### config.mk
export PLATFORM = sky130hd
export DESIGN_NAME = assm_top
export DESIGN_NICKNAME = d
export VERILOG_FILES = /design/src/pkg/assm_pkg.sv /design/src/assm_top.sv
export SDC_FILE = /design/constraint.sdc
export NUM_CORES = 1
export LEC_CHECK = 0
export BUFFER_PORTS_ARGS = -buffer_cell sky130_fd_sc_hd__buf_2
export CORE_MARGIN = 8
export CORE_UTILIZATION = 57
export CTS_CLUSTER_SIZE = 16
export DETAILED_ROUTE_END_ITERATION = 7
export PLACE_DENSITY_LB_ADDON = 0.2
export REMOVE_ABC_BUFFERS = 1
export SYNTH_ARGS = -nofsm -noshare
export SYNTH_HDL_FRONTEND = slang
export SYNTH_SLANG_ARGS = --single-unit
### constraint.sdc
create_clock -name core_clk -period 3.3 [get_ports core_clk]
set_clock_uncertainty 0.15 [all_clocks]
set_input_delay 0.66 -clock core_clk [delete_from_list [all_inputs] [get_ports core_clk]]
set_output_delay 0.66 -clock core_clk [all_outputs]
set_load 0.02 [all_outputs]
### src/pkg/assm_pkg.sv
// package: per-axis safety state machine constants, types and register map
package assm_pkg;

   // ****************************************************************
   // axis states
   // ****************************************************************
   typedef enum logic [4:0] {
      ST_STOP  = 5'b00001,
      ST_FAULT = 5'b00010,
      ST_RUN   = 5'b00100,
      ST_SAFE  = 5'b01000,
      ST_SS1   = 5'b10000
   } assm_state_type;

   localparam int NUM_AXES_DEF = 2;
   localparam int NUM_FUNCS    = 8;

   // safety function bit positions inside a function-active vector
   localparam int FN_SSO = 0;
   localparam int FN_SBC = 1;
   localparam int FN_SRL = 2;
   localparam int FN_SS1 = 3;

   // default mask of functions that never count as motion monitoring
   localparam logic [7:0] NON_MOTION_MASK = 8'h07;

   // ****************************************************************
   // register map (byte offsets)
   // ****************************************************************
   localparam logic [7:0] ADDR_CTRL     = 8'h00;
   localparam logic [7:0] ADDR_IRQ_STAT = 8'h04;
   localparam logic [7:0] ADDR_IRQ_MASK = 8'h08;
   localparam logic [7:0] ADDR_STATE    = 8'h0c;

   // control bits
   localparam int CTRL_TO_EN    = 0;
   localparam int CTRL_BRAKE_MON = 1;

   localparam logic [31:0] CTRL_RESET = 32'h00000001;

   // interrupt status bits, one group of three per axis
   localparam int IRQ_PER_AXIS = 3;
   localparam int IRQ_ENTER_STOP  = 0;
   localparam int IRQ_ENTER_FAULT = 1;
   localparam int IRQ_ENTER_SS1   = 2;

   localparam int STATE_BITS = 5;

   // per-axis request bundle
   typedef struct packed {
      logic       stop_req;
      logic       torque_off_req;
      logic       config_req;
      logic       axis_error;
      logic       ack;
      logic       ss1_done;
      logic [7:0] func_active;
   } assm_axis_in_type;

endpackage : assm_pkg

### src/assm_top.sv
// per-axis safety state machines with apb register slave
// ****************************************************************
// What this block does
// RULE1 - torque off removes motor torque, any substate
// RULE2 - torque off to run only on restart
// RULE3 - stop or torque-off request enters stop substate
// RULE4 - new configuration runs safe-stop-one, ends stop
// RULE5 - global or axis error: safe-stop-one then fault
// RULE6 - fault substate reached only through safe-stop-one; an error in the stop substate enters fault directly
// RULE7 - self-test error counts as fault cause
// RULE8 - error during stop substate moves to fault
// RULE9 - fault leaves to stop only after acknowledgement
// RULE10 - normal run only while no monitoring active
// RULE11 - monitoring active moves run to safe run
// RULE12 - monitoring inactive moves safe run to run
// RULE13 - stop or fault in run enters safe-stop-one
// RULE14 - safe-stop-one acts on own axis only
// RULE15 - sso, brake, restart lock never monitoring functions
// RULE16 - restart needs rising edge of stop request
// RULE17 - after reset torque off, then automatic startup
// RULE18 - safe-stop-one ends in stop or fault by cause
// RULE19 - one machine per axis, reset to stop
// ****************************************************************
`timescale 1ns/1ps

module assm_top #(
   parameter int NUM_AXES = assm_pkg::NUM_AXES_DEF
) (
   input  wire logic                          core_clk,
   input  wire logic                          rst_n,
   input  wire logic                          psel,
   input  wire logic                          penable,
   input  wire logic                          pwrite,
   input  wire logic [7:0]                    paddr,
   input  wire logic [31:0]                   pwdata,
   output logic      [31:0]                   prdata,
   output logic                               pready,
   output logic                               pslverr,
   input  wire assm_pkg::assm_axis_in_type [NUM_AXES-1:0] axis_in,
   input  wire logic                          global_error,
   input  wire logic                          selftest_error,
   input  wire logic                          startup_done,
   output logic      [NUM_AXES-1:0]           torque_off,
   output logic      [NUM_AXES-1:0]           ss1_active,
   output assm_pkg::assm_state_type [NUM_AXES-1:0] axis_state,
   output logic                               irq
);

   localparam int IRQ_W = NUM_AXES * assm_pkg::IRQ_PER_AXIS;

   // ****************************************************************
   // input synchronisers
   // ****************************************************************
   // requests come from pins, so each passes two flip-flops
   localparam int IN_W = $bits(assm_pkg::assm_axis_in_type);
   logic [NUM_AXES*IN_W-1:0] in_meta_reg;
   logic [NUM_AXES*IN_W-1:0] in_sync_reg;
   logic [2:0]               glb_meta_reg;
   logic [2:0]               glb_sync_reg;

   always_ff @(posedge core_clk or negedge rst_n) begin
      if (!rst_n) begin
         in_meta_reg  <= '0;
         in_sync_reg  <= '0;
         glb_meta_reg <= '0;
         glb_sync_reg <= '0;
      end else begin
         in_meta_reg  <= axis_in;
         in_sync_reg  <= in_meta_reg;
         glb_meta_reg <= {startup_done, selftest_error, global_error};
         glb_sync_reg <= glb_meta_reg;
      end
   end

   // ****************************************************************
   // registers
   // ****************************************************************
   logic [31:0]    ctrl_reg;
   logic [IRQ_W-1:0] irq_stat_reg;
   logic [IRQ_W-1:0] irq_mask_reg;
   logic [IRQ_W-1:0] irq_event;
   logic           wr_en;
   logic           rd_en;
   logic           addr_ok;

   // ****************************************************************
   // apb decode
   // ****************************************************************
   assign addr_ok = (paddr == assm_pkg::ADDR_CTRL) || (paddr == assm_pkg::ADDR_IRQ_STAT) ||
                    (paddr == assm_pkg::ADDR_IRQ_MASK) || (paddr == assm_pkg::ADDR_STATE);
   assign pready  = 1'b1;
   assign pslverr = psel && penable && !addr_ok;
   assign wr_en   = psel && penable && pwrite && addr_ok;
   assign rd_en   = psel && !penable && !pwrite;

   // ****************************************************************
   // control register
   // ****************************************************************
   always_ff @(posedge core_clk or negedge rst_n) begin
      if (!rst_n) begin
         ctrl_reg <= assm_pkg::CTRL_RESET;
      end else if (wr_en && paddr == assm_pkg::ADDR_CTRL) begin
         ctrl_reg <= pwdata;
      end
   end

   // ****************************************************************
   // interrupt mask
   // ****************************************************************
   always_ff @(posedge core_clk or negedge rst_n) begin
      if (!rst_n) begin
         irq_mask_reg <= '0;
      end else if (wr_en && paddr == assm_pkg::ADDR_IRQ_MASK) begin
         irq_mask_reg <= pwdata[IRQ_W-1:0];
      end
   end

   // ****************************************************************
   // interrupt status
   // ****************************************************************
   // set wins over the write-one clear
   always_ff @(posedge core_clk or negedge rst_n) begin
      if (!rst_n) begin
         irq_stat_reg <= '0;
      end else if (wr_en && paddr == assm_pkg::ADDR_IRQ_STAT) begin
         irq_stat_reg <= (irq_stat_reg & ~pwdata[IRQ_W-1:0]) | irq_event;
      end else begin
         irq_stat_reg <= irq_stat_reg | irq_event;
      end
   end

   // ****************************************************************
   // interrupt line
   // ****************************************************************
   assign irq = |(irq_stat_reg & irq_mask_reg);

   // ****************************************************************
   // state word
   // ****************************************************************
   logic [31:0] state_word;
   always_comb begin
      state_word = '0;
      for (int a = 0; a < NUM_AXES; a++) begin
         if (a * assm_pkg::STATE_BITS + assm_pkg::STATE_BITS <= 32)
            state_word[a*assm_pkg::STATE_BITS +: assm_pkg::STATE_BITS] = axis_state[a];
      end
   end

   // ****************************************************************
   // read data
   // ****************************************************************
   logic [31:0] rd_data_next;
   always_comb begin
      rd_data_next = '0;
      unique case (paddr)
         assm_pkg::ADDR_CTRL:     rd_data_next = ctrl_reg;
         assm_pkg::ADDR_IRQ_STAT: rd_data_next = 32'(irq_stat_reg);
         assm_pkg::ADDR_IRQ_MASK: rd_data_next = 32'(irq_mask_reg);
         assm_pkg::ADDR_STATE:    rd_data_next = state_word;
         default:                 rd_data_next = '0;
      endcase
   end

   // read data captured in setup, held through the access phase
   always_ff @(posedge core_clk or negedge rst_n) begin
      if (!rst_n) begin
         prdata <= '0;
      end else if (rd_en) begin
         prdata <= rd_data_next;
      end
   end

   // ****************************************************************
   // per-axis state machines
   // ****************************************************************
   // ****************************************************************
   // shared fault causes
   // ****************************************************************
   logic any_error;
   logic ready_up;
   assign any_error = glb_sync_reg[0] || glb_sync_reg[1]; // RULE5 RULE7
   assign ready_up  = glb_sync_reg[2];

   genvar g;
   generate
      for (g = 0; g < NUM_AXES; g++) begin : gen_axis // RULE19
         assm_pkg::assm_axis_in_type in_s;
         assm_pkg::assm_state_type   state_reg;
         assm_pkg::assm_state_type   state_next;
         logic                       stop_prev_reg;
         logic                       cause_fault_reg;
         logic                       booted_reg;
         logic                       stop_hit;
         logic                       err_hit;
         logic                       restart;
         logic                       to_hit;
         logic                       auto_start;
         logic                       motion;
         logic [7:0]                 excl;

         // ****************************************************************
         // axis fields
         // ****************************************************************
         assign in_s = in_sync_reg[g*IN_W +: IN_W];

         // ****************************************************************
         // motion and request decode
         // ****************************************************************
         // ss1 only excluded when brake ramp monitoring is off
         always_comb begin
            excl = assm_pkg::NON_MOTION_MASK; // RULE15
            excl[assm_pkg::FN_SS1] = !ctrl_reg[assm_pkg::CTRL_BRAKE_MON]; // RULE15
         end
         assign motion   = |(in_s.func_active & ~excl); // RULE10
         assign stop_hit = in_s.stop_req ||
                           (ctrl_reg[assm_pkg::CTRL_TO_EN] && in_s.torque_off_req); // RULE3
         assign err_hit  = any_error || in_s.axis_error; // RULE5
         // ****************************************************************
         // restart detect
         // ****************************************************************
         // the restart edge is the stop input itself, so only the
         // torque-off and configuration requests may block it
         assign to_hit     = ctrl_reg[assm_pkg::CTRL_TO_EN] && in_s.torque_off_req; // RULE3
         // first restart after power-up needs no user action
         assign auto_start = !booted_reg && ready_up && !in_s.stop_req; // RULE17
         assign restart    = ((in_s.stop_req && !stop_prev_reg) || auto_start) &&
                             !to_hit && !in_s.config_req; // RULE16 RULE17

         // ****************************************************************
         // restart edge memory
         // ****************************************************************
         always_ff @(posedge core_clk or negedge rst_n) begin
            if (!rst_n) begin
               stop_prev_reg <= 1'b1;
            end else begin
               stop_prev_reg <= in_s.stop_req;
            end
         end

         // ****************************************************************
         // power-up start
         // ****************************************************************
         always_ff @(posedge core_clk or negedge rst_n) begin
            if (!rst_n) begin
               booted_reg <= 1'b0;
            end else if (ready_up) begin
               booted_reg <= 1'b1;
            end
         end

         // ****************************************************************
         // next state
         // ****************************************************************
         always_comb begin
            state_next = state_reg;
            unique case (state_reg)
               assm_pkg::ST_STOP: begin
                  if (err_hit) begin
                     state_next = assm_pkg::ST_FAULT; // RULE8
                  end else if (restart) begin
                     state_next = assm_pkg::ST_RUN; // RULE2
                  end
               end
               assm_pkg::ST_FAULT: begin
                  if (in_s.ack && !err_hit) begin
                     state_next = assm_pkg::ST_STOP; // RULE9
                  end
               end
               assm_pkg::ST_RUN: begin
                  if (err_hit || stop_hit || in_s.config_req) begin
                     state_next = assm_pkg::ST_SS1; // RULE13 RULE4
                  end else if (motion) begin
                     state_next = assm_pkg::ST_SAFE; // RULE11
                  end
               end
               assm_pkg::ST_SAFE: begin
                  if (err_hit || stop_hit || in_s.config_req) begin
                     state_next = assm_pkg::ST_SS1; // RULE13 RULE4
                  end else if (!motion) begin
                     state_next = assm_pkg::ST_RUN; // RULE12
                  end
               end
               assm_pkg::ST_SS1: begin
                  if (in_s.ss1_done) begin
                     state_next = (cause_fault_reg || err_hit) ? assm_pkg::ST_FAULT
                                                               : assm_pkg::ST_STOP; // RULE18 RULE6
                  end
               end
               default: state_next = assm_pkg::ST_STOP;
            endcase
         end

         // ****************************************************************
         // state register
         // ****************************************************************
         always_ff @(posedge core_clk or negedge rst_n) begin
            if (!rst_n) begin
               state_reg <= assm_pkg::ST_STOP; // RULE19 RULE17
            end else begin
               state_reg <= state_next;
            end
         end

         // ****************************************************************
         // stop cause
         // ****************************************************************
         // cause remembered so the sequence ends in the matching substate
         always_ff @(posedge core_clk or negedge rst_n) begin
            if (!rst_n) begin
               cause_fault_reg <= 1'b0;
            end else if (state_reg != assm_pkg::ST_SS1 && state_next == assm_pkg::ST_SS1) begin
               cause_fault_reg <= err_hit; // RULE5
            end else if (state_reg == assm_pkg::ST_SS1 && err_hit) begin
               cause_fault_reg <= 1'b1; // RULE5
            end
         end

         // ****************************************************************
         // power stage outputs
         // ****************************************************************
         always_ff @(posedge core_clk or negedge rst_n) begin
            if (!rst_n) begin
               torque_off[g] <= 1'b1;
               ss1_active[g] <= 1'b0;
            end else begin
               torque_off[g] <= (state_next == assm_pkg::ST_STOP) ||
                                (state_next == assm_pkg::ST_FAULT); // RULE1
               ss1_active[g] <= (state_next == assm_pkg::ST_SS1); // RULE14
            end
         end

         // ****************************************************************
         // interrupt events
         // ****************************************************************
         assign axis_state[g] = state_reg;
         assign irq_event[g*assm_pkg::IRQ_PER_AXIS + assm_pkg::IRQ_ENTER_STOP] =
            (state_reg != assm_pkg::ST_STOP) && (state_next == assm_pkg::ST_STOP);
         assign irq_event[g*assm_pkg::IRQ_PER_AXIS + assm_pkg::IRQ_ENTER_FAULT] =
            (state_reg != assm_pkg::ST_FAULT) && (state_next == assm_pkg::ST_FAULT);
         assign irq_event[g*assm_pkg::IRQ_PER_AXIS + assm_pkg::IRQ_ENTER_SS1] =
            (state_reg != assm_pkg::ST_SS1) && (state_next == assm_pkg::ST_SS1);
      end
   endgenerate

endmodule : assm_top

==> results.md, run 1 <==
- For this block, the initial DRC count from the detailed router was 138.
- The combinational family with the most area after synthesis is multiplexers.
- Dividing the detail-routed wire length by the instance count gives 18.7 µm.
- The total leakage power is 3.33 nW.
- Setup repair after global routing left no endpoint under its margin.
- The largest total area in the synthesized netlist belongs to sky130_fd_sc_hd__dfrtp_1.
- Setup violations remaining at the end of the flow were counted as 0.
- The post-CTS setup buffer count is 0.
- In this run, synthesis produced a sequential element count of 145.
- The combined global-route utilization of all metal layers is 19.4%.
- The maximum vdd ir drop is 0.000471 V.
- For this run, the register share of the synthesized area comes to 66.9%.
- In the final layout, the multi-input gates occupy 1690 µm².
- The XOR/XNOR share of the synthesized area is 0.645%.
- The max-slew violation count is 0.
- After detailed routing, the number of vias per cell comes to 5.52.
- The mux cell area share after synthesis is 10.8%.
- The achievable clock frequency is 393 MHz.
- The sequential cell area is 3640 µm².
- The final critical delay including setup and external delays is 2.55 ns.
- The tightest slew margin relative to the limit is 58.7%.
- The number of iterations in the first detailed-routing pass is 4.
- The count of H-tree levels built during CTS is 4.
- Prior to clock tree synthesis, the placed netlist has a worst setup slack of 0.690 ns.
- For this design, the sink count on the clock tree is 145.
- Once the floorplan was initialized, standard cells occupied 58.8% of the core.
- Power spread over the standard cell area amounts to 627 nW/µm².
- The horizontal extent of the die is 114 µm.
- The wire length of the first global-routing pass is 19500 µm.
- The number of hold-slack violations in the final timing report is 0.
- The final layout contains routed wiring with a total length of 12000 µm.
- The number of hold buffers added after CTS was 1.
- The flow ran to the end, and the final reports show no timing, DRC or antenna violations.
- The y dimension of the die is 114 µm.
- The post-CTS clock slew at the launch and capture registers of the worst setup and hold paths is 0.07 ns.
- The post-synthesis async set-or-reset flop share is 100%.
- The global route total overflow is 0.
- The ratio of final minimum period to clock period is 77.1%.
- The worst path meets setup with 0.755 ns of slack.
- The initial antenna violation count is 2.
- The number of nets in the final layout is 576.
- Port buffering added 117 buffers.
- On the final layout, the worst hold slack is 0.0995 ns.
- The total number of vias is 3545.
- Across the run, the number of max-cap violations was 0.
- The top fanout value on the critical path is 9.
- Once detail routing completed, the nets flagged for antenna violations numbered 0.
- The fraction of synthesized cell area taken by the top area cell type is 63.5%.
- The layout-stage area growth over the synthesis result is 24.0%.
- Of the cells placed in the final design, the portion with a size suffix greater than 1 is 42.3%.
- The critical path class is input port to output port.
- At the end of routability-driven placement, the weighted congestion stood at 0.800.
- Leaving out fill and tap cells, the most frequent cells in the layout are sky130_fd_sc_hd__dfrtp_1, sky130_fd_sc_hd__buf_2, sky130_fd_sc_hd__mux2_2.
- The via count of the first global-routing pass came to 3871.
- For this run, design rule violations remaining after detail routing come to 0.
- Counting the fill cells in the layout gives 617.
- Summed over all failing endpoints, the final setup total negative slack is 0 ns.
- Yosys mapped a number of flops with a built-in enable equal to 0.
- The largest net degree at the start of global routing is 64.
- The compound-gate portion of the synthesized area is 10.1%.
- The core box area is 9240 µm².
- The endpoint kind of the worst setup timing path is an output port.
- Post-CTS repair changed the size of 0 cells.
- STA puts the critical path data required time at 2.49 ns.
- The final standard cell count with taps included and fillers excluded is 642.
- Counting the buffers created by CTS gives 17.
- The antenna cell count is 0.
- The most common library cell in the layout ignoring fill and taps is sky130_fd_sc_hd__dfrtp_1.
- The most used flip-flop cell after synthesis is sky130_fd_sc_hd__dfrtp_1.
- Data arrives at the worst endpoint at 1.74 ns.
- The slack of the worst reg-to-reg path is 1.21 ns.
- The number of placed I/O pins is 125.
- In this run, placement finished with an instance count of 609.
- The placement row count is 35.
- The latest clock arrival within the worst-skew pair is 0.51 ns.
- Sorting the synthesized cells by area gives the leading types as sky130_fd_sc_hd__dfrtp_1, sky130_fd_sc_hd__mux2_2, sky130_fd_sc_hd__a22o_1.
- After synthesis the cells add up to 5440 µm².
- The cell count after synthesis is 374.
- The fraction of the mapped netlist area in adder cells is 0%.
- The slew at the pin closest to its max-slew limit is 0.613 ns.
- The detailed placement HPWL is 8310 µm.
- For this run, the number of Yosys warnings is 0.
- The final cell utilization of the core is 72.9%.
- The root buffer cell chosen for the clock tree is sky130_fd_sc_hd__clkbuf_8.
- The worst setup path is launched from an input port.
- The maximum buffer depth of the clock tree is 2.
- The worst hold-check path type is input port to register.
- The netlist uses 50 different library cells.
- The post-synthesis area per instance is 14.5 µm².
- The simple-gate share of the synthesized area is 9.28%.
- TritonCTS built the clock tree.
- The die covers 12900 µm².
path summary, 6_finish.rpt:
kind,from,end,cells after the start
max in group asynchronous,rst_n,gen_axis[0].stop_prev_reg,3
min in group asynchronous,rst_n,prdata[28],2
hold reg to reg,in_meta_reg[19],in_sync_reg[19],0
setup / recovery,paddr[1],pslverr,5
setup reg to reg,gen_axis[0].state_reg[2],torque_off[0],5
hold / removal,axis_in[6],in_meta_reg[6],1
Yosys cell counts, drive strengths merged, types with 7 or more instances:
library cell / number
nand2b: 7
nor4: 11
a22oi: 9
mux2: 39
nor2: 12
buf: 11
dfrtp: 138
o21ai: 11
a22o: 28
dfstp: 7
nand2: 29
layer usage:
| metal | share of wire, % | global-route usage [%] | up-vias |
|---|---|---|---|
| met4 | 1.7 | 8.61 | 4 |
| met2 | 50 | 31.6 | 122 |
| met1 | 42 | 23.6 | 1780 |
| met3 | 6.5 | 5.71 | 19 |
| li1 | - | - | 1620 |
| met5 | 0.18 | 0 | - |
kinds of logic after synthesis:
| family | after synthesis |
|---|---|
| flops | 145 |
| xor+xnor | 4 |
| buf+inv | 20 |
| mux | 46 |
| other cells | 1 |
| compound gates | 73 |
| simple gates | 85 |
where the power goes:
group          internal (mW)  switching [mW]
Combinational          0.169           0.232
Clock                   1.05           0.807
Sequential              1.88          0.0950
worst max-delay path: stages:
cell	delay, ns
sky130_fd_sc_hd__buf_2	0.10
sky130_fd_sc_hd__nor4_2	0.34
sky130_fd_sc_hd__nand2_2	0.24
sky130_fd_sc_hd__and3_1	0.24
sky130_fd_sc_hd__buf_2	0.15
layout make-up:
| class | count | area share [%] |
|---|---|---|
| clock buffers | 18 | 6.20 |
| clock inverters | 14 | 2.47 |
| inverters | 3 | 0.167 |
| multi-input cells | 209 | 25.0 |
| flip-flops and latches | 145 | 54.0 |
| well taps | 129 | 2.40 |
| repair buffers | 124 | 9.78 |
through the flow:
step	area, µm²	power (mW)
6_report	6740	4.23
5_1_grt	6740	4.38
4_1_cts	6740	4.26
3_5_place_dp	6140	2.40
3_3_place_gp	6140	2.38
2_1_floorplan	5330	2.20
(Power assumes the default switching activity.)
==> run 2, diff against run 1 <==
--- a/config.mk
+++ b/config.mk
@@ -7,7 +7,7 @@
 export LEC_CHECK = 0
 export BUFFER_PORTS_ARGS = -buffer_cell sky130_fd_sc_hd__buf_2
 export CORE_MARGIN = 8
-export CORE_UTILIZATION = 57
+export CORE_UTILIZATION = 48
 export CTS_CLUSTER_SIZE = 16
 export DETAILED_ROUTE_END_ITERATION = 7
 export PLACE_DENSITY_LB_ADDON = 0.2
==> constraint.sdc (replaced) <==
create_clock -name core_clk -period 2.1 [get_ports core_clk]
set_clock_uncertainty 0.15 [all_clocks]
set_input_delay 0.42 -clock core_clk [delete_from_list [all_inputs] [get_ports core_clk]]
set_output_delay 0.42 -clock core_clk [all_outputs]
set_load 0.02 [all_outputs]
==> run 2 against run 1 <==
Cell area is 6.5% higher. Critical path depth rose by 1. Setup slack worse by 0.69 ns. Sequential share of layout area is 3.3 points lower. Flip-flop and latch count did not move. Count of clock-buffer cells in the layout down 1. Sequential power is 54% higher. Non-clock buffer count increased by 39. Global-route usage is 3.0 points lower. Final cell count rose by 8.3%. Combinational power increased by 89%. Critical path type unchanged. Critical endpoint unchanged.
==> results.md, run 2 (same netlist as run 1, synthesis figures left out) <==
- The flow ran to the end, and the final reports show no timing, DRC or antenna violations.
- The number of placed I/O pins is 125 (unchanged).
- In this design, the critical path's most frequently occurring cell is sky130_fd_sc_hd__buf_2.
- The portion of total power attributed to the clock network is 44.9% (+1.0 points).
- Leaving out fill and tap cells, the most frequent cell in the layout is sky130_fd_sc_hd__dfrtp_1.
- The slew at the pin closest to its max-slew limit is 0.544 ns (-0.0697 ns).
- In the layout the commonest cells are sky130_fd_sc_hd__dfrtp_1, sky130_fd_sc_hd__buf_2, sky130_fd_sc_hd__mux2_2.
- The count of nets left with antenna violations after detail routing is 0 (unchanged).
- The net switching share of the total power was 26.2% (-0.66 points).
- The max-slew violation count is 0 (unchanged).
- The final cell utilization of the core is 63.9% (-9.0 points).
- The total power per unit cell area is 961 nW/µm² (+53%).
- The combined global-route utilization of all metal layers is 16.5% (-3.0 points).
- The routed wirelength normalized by instance count came to 16.9 µm (-9.5%).
- The endpoint kind of the worst setup timing path is an output port.
- The total leakage power is 3.52 nW (+5.8%).
- The power share of the combinational group is 11.0% (+1.5 points).
- The count of H-tree levels built during CTS is 4 (unchanged).
- The final design instance area without fill is 7170 µm² (+6.5%).
- The number of iterations in the first detailed-routing pass came to 4 (unchanged).
- Relative to the synthesized area, the layout overhead comes to 32.0%.
- Setup repair after global routing left no endpoint under its margin.
- The initial DRC count came to 246 (+78%).
- The core box area is 11200 µm² (+21%).
- The critical-path cell with the highest stage delay is sky130_fd_sc_hd__nor4_4.
- The worst setup path is launched from an input port.
- The initial antenna violation count is 1 (-1).
- The maximum vdd ir drop is 0.000681 V (+44%).
- The top fanout value on the critical path is 7 (-2).
- The sequential cell fraction of total power is 44.1% (-2.5 points).
- The y dimension of the die is 122 µm (+7.7%).
- Derived from the worst setup path, the maximum achievable clock frequency is 492 MHz.
- The final weighted congestion of routability-driven global placement is 0.831 (+3.8%).
- The clock sink count is 145 (unchanged).
- The DRC violation count after routing is 0 (unchanged).
- The total detailed-routing wirelength was 11700 µm (-2.0%).
- Walking the worst path, the cells encountered are buf_2, nor4_4, nand2_2, buf_4, and3_1, buf_2.
- The total net switching power is 1.81 mW (+59%).
- The global route total overflow was 0 (unchanged).
- The post-CTS clock slew at the launch and capture registers of the worst setup and hold paths is 0.07 ns (about the same).
- The post-layout total power came to 6.89 mW (+63%).
- The max-cap check violation count is 0 (unchanged).
- The count of buffers from port buffering came to 117 (unchanged).
- The worst hold-check path type is input port to register.
- The fraction of final layout cells with drive strength greater than 1 is 42.0% (-0.27 points).
- The filler cell count in the final layout was 884 (+43%).
- The slack of the critical path was 0.0680 ns (-0.687 ns).
- The number of setup violations in the final report is 0 (unchanged).
- The data required time of the critical path was 1.53 ns (-0.96 ns).
- The antenna cell count is 0 (unchanged).
- The starting density of the core was 48.4% (-10 points).
- The number of clock buffers inserted by TritonCTS is 17 (unchanged).
- The data arrival at the endpoint of the critical path is 1.46 ns (-0.28 ns).
- The total number of vias is 3632 (+2.5%).
- The worst setup path is of the input port to output port kind.
- The wire length of the first global-routing pass came to 18900 µm (-2.9%).
- The ratio of routed vias to standard cells is 5.23 (-5.4%).
- The largest net degree at the start of global routing came to 47 (-27%).
- The buffer type at the clock tree root is sky130_fd_sc_hd__clkbuf_16.
- The final critical delay including setup and external delays is 2.03 ns.
- The longest individual stage delay on the worst path is 0.31 ns (-0.03 ns).
- The placement row count is 39 (+11%).
- The detailed placement HPWL is 8410 µm (+1.2%).
- The worst hold slack came to 0.0844 ns (-0.0151 ns).
- The total cell area at the placement stage is 6280 µm² (+2.3%).
- The post-placement setup slack came to -0.161 ns (-0.851 ns).
- The number of hold-slack violations in the final timing report came to 0 (unchanged).
- The die footprint is 15000 µm² (+16%).
- TritonCTS built the clock tree.
- The tightest slew margin relative to the limit is 63.4% (+4.7 points).
- The maximum buffer depth of the clock tree is 2 (unchanged).
- The final critical path takes up 96.8% of the cycle.
- The number of nets in the final layout is 615 (+6.8%).
- The cell internal power dissipation came to 5.09 mW (+65%).
- The latest clock arrival within the worst-skew pair is 0.41 ns (-0.10 ns).
- The horizontal extent of the die was 122 µm (+7.7%).
- The via count of the first global-routing pass is 3742 (-3.3%).
## run 2: final timing paths
| kind | start | endpoint | slack, ns | cells after the start |
|---|---|---|---|---|
| worst max-delay path | paddr[4] | pslverr | 0.07 | 6 |
| worst min-delay path | pwdata[13] | ctrl_reg[13] | 0.08 | 2 |
| worst max register to register | gen_axis[0].state_reg[0] | torque_off[0] | 0.13 | 5 |
| worst min register to register | in_meta_reg[9] | in_sync_reg[9] | 0.19 | 0 |
| max in group asynchronous | rst_n | in_meta_reg[5] | 0.78 | 3 |
| min in group asynchronous | rst_n | prdata[9] | 0.34 | 2 |
## run 2: routing by layer
layer	GRT usage [%]	vias to the layer above	routed length, µm
li1	-	1692	-
met1	20.4	1809	5050
met2	26.0	111	5620
met3	6.07	18	892
met4	6.25	2	167
met5	0	-	12
## run 2: layout make-up
type                            instances  area, µm²  share of cell area [%]
Clock inverter                         15        188                    2.62
Tap cell                              143        179                    2.49
Inverter                                3       11.3                   0.157
Multi-Input combinational cell        209       1690                    23.6
Sequential cell                       145       3640                    50.7
Clock buffer                           17        425                    5.93
Timing Repair Buffer                  163       1040                    14.5
## run 2: metrics by stage
| step | setup TNS (ns) | instances |
|---|---|---|
| after floorplan | -31.83 | 357 |
| after global placement | -4.03 | 636 |
| after detailed placement | -4.80 | 636 |
| after CTS | 0 | 694 |
| after global routing | 0 | 695 |
| final | 0 | 695 |
## run 2: what timing repair did
action	4_1_cts	5_1_grt
setup endpoints to repair	1	2
buffers inserted	0	1
hold buffers	26	0
pin swaps	0	2
resized for setup	1	1
hold endpoints to repair	58	0
## run 2: critical path, delay by kind of cell
| family | cells | cell delay (ns) |
|---|---|---|
| simple gates | 3 | 0.59 |
| buf+inv | 3 | 0.45 |
## run 2: power by group through the flow
stage	combinational, mW	sequential, mW	clock, mW
global route	0.830	3.06	3.30
global placement	0.694	3.09	0
finish	0.756	3.04	3.10
CTS	0.756	3.05	3.16
detailed placement	0.712	3.10	0
floorplan	0.296	3.16	0
==> run 3, diff against run 2 <==
--- a/config.mk
+++ b/config.mk
@@ -7,9 +7,11 @@
 export LEC_CHECK = 0
 export BUFFER_PORTS_ARGS = -buffer_cell sky130_fd_sc_hd__buf_2
 export CORE_MARGIN = 8
-export CORE_UTILIZATION = 48
+export CORE_UTILIZATION = 50
+export CTS_BUF_LIST = sky130_fd_sc_hd__clkbuf_4
 export CTS_CLUSTER_SIZE = 16
 export DETAILED_ROUTE_END_ITERATION = 7
+export GPL_ROUTABILITY_DRIVEN = 0
 export PLACE_DENSITY_LB_ADDON = 0.2
 export REMOVE_ABC_BUFFERS = 1
 export SYNTH_ARGS = -nofsm -noshare
==> run 3 against run 2 <==
Die area decreased by 3.5%. Via count increased by 1.4%. Final cell count increased by 4.2%. Wire length decreased by 2.0%. Cell area increased by 0.77%. Largest cell class unchanged. Sequential power about the same.
==> results.md, run 3 (same netlist as run 1, synthesis figures left out) <==
- The number of hold-slack violations in the final timing report is 0 (unchanged).
- The placement row count is 38 (-2.6%).
- The count of H-tree levels built during CTS is 4 (unchanged).
- The final cell utilization of the core is 67.3% (+3.4 points).
- The final critical delay including setup and external delays was 2.05 ns (+0.0181 ns).
- The run finished with clean final reports.
- The count of nets left with antenna violations after detail routing was 0 (unchanged).
- The total power per unit cell area is 785 nW/µm² (-18%).
- The global route total overflow is 0 (unchanged).
- The number of placed I/O pins is 125 (unchanged).
- The final design instance area without fill is 7230 µm² (+0.77%).
- The DRC violation count after routing is 0 (unchanged).
- The most numerous cell type found on the critical path is sky130_fd_sc_hd__buf_2.
- The final standard cell count with taps included and fillers excluded is 724 (+4.2%).
- The total number of vias is 3682 (+1.4%).
- The maximum buffer depth of the clock tree is 2 (unchanged).
- The top fanout value on the critical path came to 7 (unchanged).
- The slowest stage of the critical path is the sky130_fd_sc_hd__nor4_4 cell.
- The number of iterations in the first detailed-routing pass came to 4 (unchanged).
- Compared with the post-synthesis result, the final layout area differs by 33.0%.
- The latest clock arrival within the worst-skew pair came to 0.51 ns (+0.10 ns).
- The tightest slew margin relative to the limit was 65.7% (+2.3 points).
- The total detailed-routing wirelength is 11500 µm (-2.0%).
- The worst hold-check path type is register to register.
- The detailed placement HPWL is 8160 µm (-3.0%).
- Walking the worst path, the cells encountered are buf_2, nor4_4, nand2_2, buf_4, and3_1, buf_2.
- The data required time of the critical path came to 1.53 ns (about the same).
- Leaving out fill and tap cells, the most frequent cell in the layout is sky130_fd_sc_hd__dfrtp_1.
- The initial DRC count is 200 (-19%).
- The y dimension of the die is 120 µm (-1.8%).
- The number of setup violations in the final report was 0 (unchanged).
- The via count of the first global-routing pass is 3997 (+6.8%).
- By startpoint and endpoint, the worst setup path is classified as input port to output port.
- The clock sink count was 145 (unchanged).
- The number of nets in the final layout came to 649 (+5.5%).
- The TritonCTS clock tree is yes.
- The wire length of the first global-routing pass is 19600 µm (+3.9%).
- The library cells used most frequently in the layout, excluding fill and tap cells, are sky130_fd_sc_hd__dfrtp_1, sky130_fd_sc_hd__buf_2, sky130_fd_sc_hd__dlygate4sd3_1.
- The slew at the pin closest to its max-slew limit is 0.511 ns (-0.0328 ns).
- The horizontal extent of the die is 120 µm (-1.8%).
- The maximum vdd ir drop was 0.000530 V (-22%).
- The initial antenna violation count is 0 (-1).
- The routed wirelength normalized by instance count is 15.9 µm (-6.0%).
- STA classifies the critical path endpoint as an output port.
- The starting density of the core was 50.6% (+2.2 points).
- The fraction of final layout cells with drive strength greater than 1 is 39.7% (-2.3 points).
- The number of clock buffers inserted by TritonCTS came to 17 (unchanged).
- The max-slew violation count came to 0 (unchanged).
- The max-cap check violation count is 0 (unchanged).
- The count of buffers from port buffering is 117 (unchanged).
- The kind of start point of the critical path is an input port.
- The combined global-route utilization of all metal layers is 17.2% (+0.71 points).
- The post-layout total power is 5.67 mW (-18%).
- The ratio of routed vias to standard cells is 5.09 (-2.7%).
- The total cell area at the placement stage came to 6300 µm² (+0.26%).
- The data arrival at the endpoint of the critical path is 1.48 ns (+0.02 ns).
- The sum of negative setup slack is 0 ns (unchanged).
- The die footprint came to 14500 µm² (-3.5%).
- The antenna cell count is 0 (unchanged).
- The largest net degree at the start of global routing is 42 (-11%).
- The core box area came to 10700 µm² (-4.3%).
- The buffer type at the clock tree root is sky130_fd_sc_hd__clkbuf_4.
- The achievable clock frequency is 488 MHz (-0.88%).
- The total leakage power is 3.53 nW (+0.28%).
- The number of placed instances with taps included is 634 (-0.31%).
- The post-CTS clock slew at the launch and capture registers of the worst setup and hold paths came to 0.11 ns (+0.04 ns).
- The longest individual stage delay on the worst path is 0.30 ns (about the same).
- The ratio of final minimum period to clock period is 97.6% (+0.86 points).
-- run 3: worst paths after layout --
kind	cells past startpoint	slack, ns	start	to
setup / recovery	6	0.05	paddr[1]	pslverr
hold / removal	0	0.20	in_meta_reg[26]	in_sync_reg[26]
min in group asynchronous	2	0.22	rst_n	ctrl_reg[18]
hold reg to reg	0	0.20	in_meta_reg[26]	in_sync_reg[26]
max in group asynchronous	3	0.95	rst_n	gen_axis[0].state_reg[0]
setup reg to reg	5	0.12	gen_axis[0].state_reg[0]	torque_off[0]
-- run 3: layout make-up --
class,count,area [µm²]
Clock buffer,18,135
Tap cell,140,175
Timing Repair Buffer,197,1390
Fill cell,813,3520
Clock inverter,12,168
Inverter,3,11.3
Multi-Input combinational cell,209,1710
Sequential cell,145,3640
-- run 3: what timing repair did --
item | in CTS | in global routing
hold buffers | 58 | 0
buffers inserted | 0 | 2
gates resized for setup | 1 | 5
endpoints found under the hold margin | 197 | 0
gates cloned | 0 | 0
endpoints found under the setup margin | 1 | 1
pin swaps | 0 | 1
-- run 3: stage by stage --
step                      worst slack (ns)  hold WS, ns
after CTS                           0.0234        0.191
after floorplan                     -0.642      -0.0256
after global routing              -0.00179        0.195
after global placement             -0.0968        0.183
after detailed placement            -0.141        0.185
final                               0.0498        0.203
-- run 3: where the power goes --
part	internal [mW]	total (mW)	leakage [nW]	switching [mW]
registers	2.94	3.05	1.84	0.107
clock network	0.932	1.85	0.153	0.914
logic	0.373	0.777	1.53	0.404
total	4.25	5.67	3.53	1.43
-- run 3: critical path, delay by kind of cell --
| kind | cells | cell delay [ns] |
|---|---|---|
| simple gates | 3 | 0.61 |
| buf+inv | 3 | 0.44 |
-- run 3: routing by layer --
layer / vias up / wire [µm] / global-route usage, %
li1: 1761 / - / -
met2: 113 / 5750 / 27.9
met1: 1799 / 4880 / 20.8
met4: 0 / 119 / 5.46
met3: 9 / 754 / 6.62
met5: - / 0 / 0
